### config.mk
export PLATFORM = sky130hd
export DESIGN_NAME = hcr_config_regs
export DESIGN_NICKNAME = d
export VERILOG_FILES = /design/src/common/hcr_pkg.sv /design/src/common/hcr_store_if.sv /design/src/logic/hcr_config_regs.sv /design/src/logic/hcr_ident_store.sv /design/src/logic/hcr_pin_sync.sv
export VERILOG_INCLUDE_DIRS = /design/src /design/src/common
export SDC_FILE = /design/constraint.sdc
export NUM_CORES = 1
export LEC_CHECK = 0
export BUFFER_PORTS_ARGS = -buffer_cell sky130_fd_sc_hd__clkbuf_2
export CAP_MARGIN = 25
export CORE_MARGIN = 2
export CORE_UTILIZATION = 54
export DETAILED_ROUTE_END_ITERATION = 12
export PLACE_DENSITY_LB_ADDON = 0.05
export SLEW_MARGIN = 20
export SYNTH_ARGS = -nofsm -noshare
export SYNTH_HDL_FRONTEND = slang
export SYNTH_HIERARCHICAL = 1
export SYNTH_SLANG_ARGS = --single-unit
### constraint.sdc
create_clock -name core_clk -period 2.87 [get_ports core_clk]
set_clock_uncertainty 0.15 [all_clocks]
set_input_delay 0.1435 -clock core_clk [delete_from_list [all_inputs] [get_ports core_clk]]
set_output_delay 0.1435 -clock core_clk [all_outputs]
set_load 0.005 [all_outputs]
### src/common/hcr_params.svh
// Constants of the hub configuration and command register bank.
// Assumes it is included by its bare name from the package and the modules.
//
// What this block does
// - Soft reset restores setup and identifier defaults.
// - Soft reset bit clears itself.
// - Lock bit blocks writes to 01h-10h.
// - Lock and attach set once, pin-clear only.
// - Attach bit signals upstream attach.
// - Serial slave shuts down after attach write.
// - Identifiers are low byte, then high byte.
// - Power bit: zero bus, one self.
// - Dynamic switching uses local power pin instead.
// - Indicator bit reports LED indicators present.
// - Full-speed-only bit forbids high-speed attach.
// - Translator bit: shared or per port.
// - Suppress bit stops full-speed frame-end packet.
// - Sensing field: ganged, per port, none.
// - Switching bit: ganged or per port.
// - Every register resets to zero.
// - Only valid byte transactions touch registers.
// - Dynamic switching follows local power changes.
`ifndef HCR_PARAMS_SVH
`define HCR_PARAMS_SVH

// -----------------------------------------------------------------------------
// Register offsets
// -----------------------------------------------------------------------------
`define HCR_ADDR_CMD         8'h00
`define HCR_ADDR_IDENT_FIRST 8'h01
`define HCR_ADDR_IDENT_LAST  8'h06
`define HCR_ADDR_SETUP       8'h07
`define HCR_ADDR_LOCK_LAST   8'h10

// -----------------------------------------------------------------------------
// Field positions and reset values
// -----------------------------------------------------------------------------
`define HCR_CMD_ATTACH_BIT   0
`define HCR_CMD_LOCK_BIT     1
`define HCR_CMD_SOFT_BIT     2
`define HCR_SETUP_SWITCH_BIT 0
`define HCR_SETUP_SENSE_LSB  1
`define HCR_SETUP_EOP_BIT    3
`define HCR_SETUP_TT_BIT     4
`define HCR_SETUP_FS_BIT     5
`define HCR_SETUP_IND_BIT    6
`define HCR_SETUP_PWR_BIT    7
`define HCR_RESET_BYTE       8'h00

`endif

### src/common/hcr_pkg.sv
// Types shared by the hub configuration register bank.
// Assumes the constants header sits beside it on the include path.
`include "hcr_params.svh"

package hcr_pkg;
    // Read pipeline: idle, then one cycle waiting on the store's read register.
    typedef enum logic {HCR_RD_IDLE, HCR_RD_FETCH} hcr_read_state_type;
    // Index into the six identifier bytes.
    typedef logic [2:0] hcr_ident_idx_type;
endpackage

### src/common/hcr_store_if.sv
// Connection between the register bank and its identifier byte store.
// Assumes both ends run on the same core clock.
`timescale 1ns/1ps
`default_nettype none

interface hcr_store_if;
    import hcr_pkg::*;
    logic                wr_en;    // Write one byte this cycle.
    hcr_ident_idx_type   wr_idx;   // Byte written.
    logic [7:0]          wr_data;  // Value written.
    logic                clr;      // Return every byte to its default.
    hcr_ident_idx_type   rd_idx;   // Byte read.
    logic [7:0]          rd_data;  // Registered read value.
    logic [47:0]         contents; // All six bytes, lowest address lowest.

    modport store (input wr_en, wr_idx, wr_data, clr, rd_idx, output rd_data, contents);
    modport ctl   (output wr_en, wr_idx, wr_data, clr, rd_idx, input rd_data, contents);
endinterface

`default_nettype wire

### src/logic/hcr_config_regs.sv
// Command, identifier and first setup register of the hub, addresses 00h-07h.
// Assumes a serial slave engine on the same clock that issues one-cycle
// strobes only after a complete, valid byte write or byte read.
`timescale 1ns/1ps
`default_nettype none
`include "hcr_params.svh"

module hcr_config_regs
    import hcr_pkg::*;
(
    input  wire logic  core_clk,
    input  wire logic  rst_n,
    // Byte access from the serial slave engine.
    input  wire logic  write_strobe,
    input  wire logic  read_strobe,
    input  wire logic [7:0] reg_addr,
    input  wire logic [7:0] write_data,
    output logic [7:0] read_data,
    output logic       read_done,
    // Pins and neighbouring configuration.
    input  wire logic  local_power_detect_pin,
    input  wire logic  dynamic_switch_enable,
    // Serial slave control.
    output logic       slave_reset,
    output logic       slave_shutdown,
    // Hub core controls.
    output logic       upstream_attach,
    output logic       config_write_lock,
    output logic       power_source_select,
    output logic       indicator_present,
    output logic       fullspeed_only_select,
    output logic       per_port_translator_select,
    output logic       frame_end_packet_suppress,
    output logic [1:0] overload_sensing_mode,
    output logic       power_switching_mode,
    output logic [15:0] vendor_code,
    output logic [15:0] product_code,
    output logic [15:0] release_code
);

    // -------------------------------------------------------------------------
    // Declarations
    // -------------------------------------------------------------------------
    hcr_store_if        store ();       // Identifier byte store link.
    logic               power_pin_sync; // Local power pin after two flops.
    logic               soft_reset_reg; // Soft reset bit, high for one cycle.
    logic               lock_reg;       // Configuration write lock.
    logic               attach_reg;     // Upstream attach request.
    logic               shutdown_reg;   // Serial slave powered down.
    logic [7:0]         setup_reg;      // First setup byte.
    logic               power_self_reg; // Effective self-powered status.
    hcr_read_state_type rd_state_reg;   // Read pipeline state.
    logic [7:0]         rd_addr_reg;    // Address of the read in flight.
    logic [7:0]         read_data_reg;  // Answer byte.
    logic               read_done_reg;  // Answer valid pulse.
    logic               wr_take;        // Write accepted by the bank.
    logic               rd_take;        // Read accepted by the bank.
    logic               wr_cmd;         // Write to the command register.
    logic               wr_setup;       // Unlocked write to the setup byte.
    logic               wr_ident;       // Unlocked write to an identifier.

    // -------------------------------------------------------------------------
    // Address helpers
    // -------------------------------------------------------------------------

    // True for the six identifier byte addresses.
    function automatic logic is_ident(input logic [7:0] addr);
        is_ident = (addr >= `HCR_ADDR_IDENT_FIRST) && (addr <= `HCR_ADDR_IDENT_LAST);
    endfunction

    // Store index of an identifier address; low byte sits at the lower address.
    function automatic hcr_ident_idx_type ident_idx(input logic [7:0] addr);
        logic [7:0] diff;
        diff      = addr - `HCR_ADDR_IDENT_FIRST;
        ident_idx = diff[2:0];
    endfunction

    // True for addresses that the lock guards.
    function automatic logic is_locked_range(input logic [7:0] addr);
        is_locked_range = (addr >= `HCR_ADDR_IDENT_FIRST) && (addr <= `HCR_ADDR_LOCK_LAST);
    endfunction

    // -------------------------------------------------------------------------
    // Access decode
    // -------------------------------------------------------------------------

    // Once shut down the slave answers nothing, so strobes are dropped here too.
    // The attach bit closes the door one cycle earlier, so a strobe that
    // trails the attach write is never half served.
    // Only a completed valid transaction ever produces a strobe.
    assign wr_take  = write_strobe && !shutdown_reg && !attach_reg;
    assign rd_take  = read_strobe && !shutdown_reg && !attach_reg;
    assign wr_cmd   = wr_take && (reg_addr == `HCR_ADDR_CMD);
    // Locked writes are taken and acknowledged but store nothing.
    assign wr_setup = wr_take && (reg_addr == `HCR_ADDR_SETUP) && !lock_reg;
    assign wr_ident = wr_take && is_ident(reg_addr) && !(lock_reg && is_locked_range(reg_addr));

    // -------------------------------------------------------------------------
    // Input synchroniser and identifier store
    // -------------------------------------------------------------------------
    hcr_pin_sync u_power_sync
    (
        .core_clk (core_clk),
        .rst_n    (rst_n),
        .pin_in   (local_power_detect_pin),
        .pin_sync (power_pin_sync)
    );

    hcr_ident_store u_ident
    (
        .core_clk (core_clk),
        .rst_n    (rst_n),
        .port     (store.store)
    );

    assign store.wr_en   = wr_ident;
    assign store.wr_idx  = ident_idx(reg_addr);
    assign store.wr_data = write_data;
    assign store.clr     = soft_reset_reg;
    assign store.rd_idx  = ident_idx(reg_addr);

    // -------------------------------------------------------------------------
    // Command register
    // -------------------------------------------------------------------------

    // Soft reset lasts one cycle: the bit is cleared by the very reset it
    // starts. A new request in that same cycle wins and keeps it high.
    // Reserved bits 7:3 are not stored and read back as zero.
    always_ff @(posedge core_clk or negedge rst_n)
    begin
        if (!rst_n)
            soft_reset_reg <= 1'b0;
        else if (wr_cmd && write_data[`HCR_CMD_SOFT_BIT])
            soft_reset_reg <= 1'b1;
        else
            soft_reset_reg <= 1'b0;
    end

    // The lock can only be set; nothing but the reset pin clears it, so the
    // soft reset leaves it alone.
    always_ff @(posedge core_clk or negedge rst_n)
    begin
        if (!rst_n)
            lock_reg <= 1'b0;
        else if (wr_cmd && write_data[`HCR_CMD_LOCK_BIT])
            lock_reg <= 1'b1;
    end

    // Attach is set-only too and tells the hub core to attach upstream.
    always_ff @(posedge core_clk or negedge rst_n)
    begin
        if (!rst_n)
            attach_reg <= 1'b0;
        else if (wr_cmd && write_data[`HCR_CMD_ATTACH_BIT])
            attach_reg <= 1'b1;
    end

    // The strobe arrives after the acknowledge, so the shutdown one cycle
    // later never cuts that acknowledge short. It lasts until the pin reset.
    always_ff @(posedge core_clk or negedge rst_n)
    begin
        if (!rst_n)
            shutdown_reg <= 1'b0;
        else if (attach_reg)
            shutdown_reg <= 1'b1;
    end

    // -------------------------------------------------------------------------
    // Setup byte
    // -------------------------------------------------------------------------

    // All eight bits are plain storage; bit 7 feeds the power source choice below, the rest are decoded downstream.
    always_ff @(posedge core_clk or negedge rst_n)
    begin
        if (!rst_n)
            setup_reg <= `HCR_RESET_BYTE;
        else if (soft_reset_reg)
            setup_reg <= `HCR_RESET_BYTE;
        else if (wr_setup)
            setup_reg <= write_data;
    end

    // With dynamic switching on, the synchronised pin decides, so the hub can
    // fall back to bus power and return when local power reappears.
    always_ff @(posedge core_clk or negedge rst_n)
    begin
        if (!rst_n)
            power_self_reg <= 1'b0;
        else if (dynamic_switch_enable)
            power_self_reg <= power_pin_sync;
        else
            power_self_reg <= setup_reg[`HCR_SETUP_PWR_BIT];
    end

    // -------------------------------------------------------------------------
    // Read path
    // -------------------------------------------------------------------------

    // Two cycles for every read: the identifier store has a registered port
    // and the answer is registered again, so all addresses share one latency.
    always_ff @(posedge core_clk or negedge rst_n)
    begin
        if (!rst_n)
        begin
            rd_state_reg <= HCR_RD_IDLE;
            rd_addr_reg  <= `HCR_RESET_BYTE;
        end
        else
        begin
            unique case (rd_state_reg)
                HCR_RD_IDLE:
                begin
                    if (rd_take)
                    begin
                        rd_state_reg <= HCR_RD_FETCH;
                        rd_addr_reg  <= reg_addr;
                    end
                end
                HCR_RD_FETCH:
                begin
                    rd_state_reg <= HCR_RD_IDLE;
                end
            endcase
        end
    end

    // Answer byte and its valid pulse; addresses above 07h belong elsewhere
    // and read as zero here.
    always_ff @(posedge core_clk or negedge rst_n)
    begin
        if (!rst_n)
        begin
            read_data_reg <= `HCR_RESET_BYTE;
            read_done_reg <= 1'b0;
        end
        else
        begin
            read_done_reg <= (rd_state_reg == HCR_RD_FETCH);
            if (rd_state_reg == HCR_RD_FETCH)
            begin
                if (rd_addr_reg == `HCR_ADDR_CMD)
                    read_data_reg <= {5'h00, soft_reset_reg, lock_reg, attach_reg};
                else if (is_ident(rd_addr_reg))
                    read_data_reg <= store.rd_data;
                else if (rd_addr_reg == `HCR_ADDR_SETUP)
                    read_data_reg <= setup_reg;
                else
                    read_data_reg <= `HCR_RESET_BYTE;
            end
        end
    end

    // -------------------------------------------------------------------------
    // Outputs, all from flip-flops
    // -------------------------------------------------------------------------
    assign read_data                  = read_data_reg;
    assign read_done                  = read_done_reg;
    assign slave_reset                = soft_reset_reg;
    assign slave_shutdown             = shutdown_reg;
    assign upstream_attach            = attach_reg;
    assign config_write_lock          = lock_reg;
    assign power_source_select        = power_self_reg;
    assign indicator_present          = setup_reg[`HCR_SETUP_IND_BIT];
    assign fullspeed_only_select      = setup_reg[`HCR_SETUP_FS_BIT];
    assign per_port_translator_select = setup_reg[`HCR_SETUP_TT_BIT];
    assign frame_end_packet_suppress  = setup_reg[`HCR_SETUP_EOP_BIT];
    assign overload_sensing_mode      = setup_reg[`HCR_SETUP_SENSE_LSB +: 2];
    assign power_switching_mode       = setup_reg[`HCR_SETUP_SWITCH_BIT];
    assign vendor_code                = store.contents[15:0];
    assign product_code               = store.contents[31:16];
    assign release_code               = store.contents[47:32];
endmodule

`default_nettype wire

### src/logic/hcr_ident_store.sv
// Six-byte store for the vendor, product and release codes.
// Assumes the controller never writes and clears in the same cycle.
`timescale 1ns/1ps
`default_nettype none
`include "hcr_params.svh"

module hcr_ident_store
    import hcr_pkg::*;
(
    input  wire logic   core_clk,
    input  wire logic   rst_n,
    hcr_store_if.store  port
);
    logic [7:0] mem_reg [0:5]; // Identifier bytes.
    logic [7:0] rd_data_reg;   // Read data come out of a register.

    // -------------------------------------------------------------------------
    // Storage. A clear wins over a write so a soft reset always lands.
    // -------------------------------------------------------------------------
    always_ff @(posedge core_clk or negedge rst_n)
    begin
        if (!rst_n)
        begin
            for (int i = 0; i < 6; i++) mem_reg[i] <= `HCR_RESET_BYTE;
        end
        else if (port.clr)
        begin
            for (int i = 0; i < 6; i++) mem_reg[i] <= `HCR_RESET_BYTE;
        end
        else if (port.wr_en)
        begin
            mem_reg[port.wr_idx] <= port.wr_data;
        end
    end

    // -------------------------------------------------------------------------
    // Registered read port.
    // -------------------------------------------------------------------------
    always_ff @(posedge core_clk or negedge rst_n)
    begin
        if (!rst_n)
            rd_data_reg <= `HCR_RESET_BYTE;
        else
            rd_data_reg <= mem_reg[port.rd_idx];
    end

    assign port.rd_data  = rd_data_reg;
    assign port.contents = {mem_reg[5], mem_reg[4], mem_reg[3],
                            mem_reg[2], mem_reg[1], mem_reg[0]};
endmodule

`default_nettype wire

### src/logic/hcr_pin_sync.sv
// Two-stage synchroniser for one asynchronous pin.
// Assumes the pin may change at any time relative to the core clock.
`timescale 1ns/1ps
`default_nettype none

module hcr_pin_sync
(
    input  wire logic core_clk,
    input  wire logic rst_n,
    input  wire logic pin_in,
    output logic      pin_sync
);
    logic meta_reg;   // First stage, read only by the second.
    logic stable_reg; // Second stage, safe for logic.

    // -------------------------------------------------------------------------
    // Both stages in one process; nothing else looks at the first.
    // -------------------------------------------------------------------------
    always_ff @(posedge core_clk or negedge rst_n)
    begin
        if (!rst_n)
        begin
            meta_reg   <= 1'b0;
            stable_reg <= 1'b0;
        end
        else
        begin
            meta_reg   <= pin_in;
            stable_reg <= meta_reg;
        end
    end

    assign pin_sync = stable_reg;
endmodule

`default_nettype wire

==> impl_metrics.env <==
export IMPL_status="complete, no violations"
export IMPL_die_area_mm2=0.00847
export IMPL_synth_seq_area_share_pct=53.2
export IMPL_drv_slew=0
export IMPL_area_delta_synth_final_pct=21.7
export IMPL_start_util_pct=55.0
export IMPL_io_pins=91
export IMPL_reg2reg_slack_ns=0.17
export IMPL_dr_pass1_iters=4
export IMPL_cts_made_buffers=9
export IMPL_totalWireLength_um=9880
export IMPL_placed_area_mm2=0.00470
export IMPL_place_congestion=0.825
export IMPL_cp_max_fo=9
export IMPL_port_buffers=90
export IMPL_fmaxAchievable_mhz=370
export IMPL_post_synth_cell_area_avg_um2=11.4
export IMPL_ys_flop_type="dfrtp_1"
export IMPL_p_per_area_mw_per_mm2=563
export IMPL_synth_edf_count=0
export IMPL_min_path_type="primary input to flip-flop"
export IMPL_grt_max_degree=52
export IMPL_critPathArrivalTime_ns=2.78
export IMPL_nets=496
export IMPL_wl_per_cell_um=17.1
export IMPL_cp_required_ns=2.95
export IMPL_r2r_start="upstream_attach$_DFFE_PN0P_"
export IMPL_drive_gt1_share_pct=27.8
export IMPL_multiInputGateArea_mm2=0.00176
export IMPL_grt_pass1_vias=3136
export IMPL_tns_ns=0
export IMPL_grt_ovfl_total=0
export IMPL_largest_reg_flops=48
export IMPL_vias=3107
export IMPL_min_path_cells=3
export IMPL_grt_pass1_wl_um=16200
export IMPL_leakagePower_nw=2.52
export IMPL_cts_sinks=89
export IMPL_hold_start="read_strobe"
export IMPL_drt_initial_drc_count=156
export IMPL_cts_hold_fix_buffers=19
export IMPL_design_area_mm2=0.00509
export IMPL_chipWidth_um=92.0
export IMPL_via_per_inst=5.38
export IMPL_reg2reg_to="u_ident/port.contents[12]$_DFFE_PN0P_"
export IMPL_grtUsageTotal_pct=24.8
export IMPL_post_place_ws_ns=0.235
export IMPL_rows=32
export IMPL_synth_area_mm2=0.00418
export IMPL_final_util_pct=66.9
export IMPL_fillers=635
export IMPL_finalHoldViolCount=0
export IMPL_path_clk_slew_ns=0.09
export IMPL_final_seq_area_mm2=0.00223
export IMPL_slew_headroom_pct=61.1
export IMPL_yosys_warnings=6
export IMPL_post_route_min_period_ns=2.70
export IMPL_dieHeight_um=92.0
export IMPL_worst_slack_ns=0.170
export IMPL_end_kind="flip-flop"
export IMPL_post_synth_num_cell_types=42
export IMPL_syn_num_nets=393
export IMPL_post_cts_repair_setup_buffers=0
export IMPL_dp_hpwl_um=6890
export IMPL_post_cts_resized=0
export IMPL_ant_nets=0
export IMPL_rsz0062_at_grt="no"
export IMPL_clock_latency_ns=0.36
export IMPL_setup_violations=0
export IMPL_drcViolationCount=0
export IMPL_critPathKind="flip-flop to flip-flop"
export IMPL_cts_buffer_depth=2
export IMPL_worstMarginPinSlew_ns=0.583
export IMPL_antenna_found_initial=0
export IMPL_cts_root_buf="clkbuf_8"
export IMPL_cts_tree="built"
export IMPL_critPathLaunchType="flip-flop"
export IMPL_diodes=0
export IMPL_synth_cells=367
export IMPL_hold_end="rd_state_reg$_DFF_PN0_"
export IMPL_ys_ff_latch=89
export IMPL_core_mm2=0.00761
export IMPL_reg2reg_depth=6
export IMPL_drv_cap=0
export IMPL_htreeDepth=3
export IMPL_ys_async_sr_fraction_pct=100
export IMPL_ir_drop_mv=0.303
export IMPL_fin_total_pwr_mw=2.87
export IMPL_finalCritPeriodShare_pct=94.1
==> worst max-delay path by stage <==
stage                                                       end  cells past startpoint  slack (ns)                   startpoint
after floorplan           u_ident/port.contents[23]$_DFFE_PN0P_                      8        0.75  upstream_attach$_DFFE_PN0P_
after global placement    u_ident/port.contents[10]$_DFFE_PN0P_                      6        0.34  upstream_attach$_DFFE_PN0P_
after detailed placement  u_ident/port.contents[12]$_DFFE_PN0P_                      6        0.23  upstream_attach$_DFFE_PN0P_
after CTS                 u_ident/port.contents[12]$_DFFE_PN0P_                      6        0.21  upstream_attach$_DFFE_PN0P_
after global routing      u_ident/port.contents[10]$_DFFE_PN0P_                      6        0.03  upstream_attach$_DFFE_PN0P_
final                     u_ident/port.contents[12]$_DFFE_PN0P_                      6        0.17  upstream_attach$_DFFE_PN0P_
==> where the power goes <==
group	internal [mW]	leakage (nW)	switching (mW)
Sequential	1.37	1.21	0.115
Clock	0.429	0.103	0.450
Combinational	0.265	1.21	0.240
Total	2.06	2.52	0.805
==> cells in the final DEF, fill, tap and decap left out, types with 9 or more instances in the layout <==
cell | netlist | routed
buf_4 | 8 | 9
inv_1 | 13 | 13
nor2_1 | 30 | 30
nand2_1 | 49 | 49
mux2i_1 | 53 | 53
a21oi_1 | 24 | 24
clkbuf_8 | 0 | 10
dfrtp_1 | 89 | 89
clkbuf_2 | 0 | 89
dlygate4sd3_1 | 0 | 19
==> routing by layer <==
layer / routed length, um / GRT usage (%) / vias up
met5: 0 / 0 / -
met4: 174 / 7.71 / 0
met3: 446 / 5.51 / 18
met2: 4770 / 39.3 / 83
met1: 4490 / 34.3 / 1507
li1: - / - / 1499
==> worst max-delay path, stage by stage, from the launching register on <==
cell and delay, ns:
dfrtp_1 0.47, nor4b_4 0.45, nand3_1 0.13, nor2_1 0.41, and4bb_1 0.65, mux2i_1 0.26, nor2_1 0.06
==> per-stage QoR <==
step,instances,hold WS (ns)
6_report,577,0.0834
2_1_floorplan,367,-0.302
5_1_grt,577,0.0739
4_1_cts,577,0.0680
3_3_place_gp,541,0.101
3_5_place_dp,542,0.0147
==> cell type report <==
cell class	count	share of cell area, %
clock buffers	10	2.70
clock inverters	6	1.28
inverters	13	0.958
multi-input cells	239	34.5
flip-flops and latches	89	43.7
well taps	102	2.51
repair buffers	118	14.3
==> cells by family after synthesis <==
family	after synthesis	synth area share [%]
buffers and inverters	39	4.96
AOI/OAI and AO/OA	63	10.6
adders and majority gates	4	1.20
and+or+nand+nor	109	14.0
xor gates and xnor gates	1	0.209
DFF	89	53.2
muxes	62	15.8
==> synth_stat cells, drive strengths merged (2+ instances only) <==
cell type | instances | area, um2
and4b | 3 | 30.0
nor4bb | 2 | 20.0
a21o | 2 | 16.3
o21ai | 8 | 40.0
a21oi | 24 | 120
a22o | 8 | 70.1
buf | 18 | 129
nand2b | 2 | 12.5
and4 | 3 | 26.3
and4bb | 2 | 25.0
inv | 13 | 48.8
dfrtp | 89 | 2230
clkbuf | 8 | 30.0
nand4b | 2 | 17.5
and2 | 2 | 12.5
mux2 | 9 | 131
a211oi | 3 | 22.5
o32a | 8 | 80.1
o22ai | 5 | 31.3
nor4b | 2 | 47.6
nand2 | 49 | 184
nand3 | 3 | 15.0
o32ai | 4 | 35.0
mux2i | 53 | 531
ha | 4 | 50.1
nor2 | 30 | 113
(Power assumes the default switching activity.)
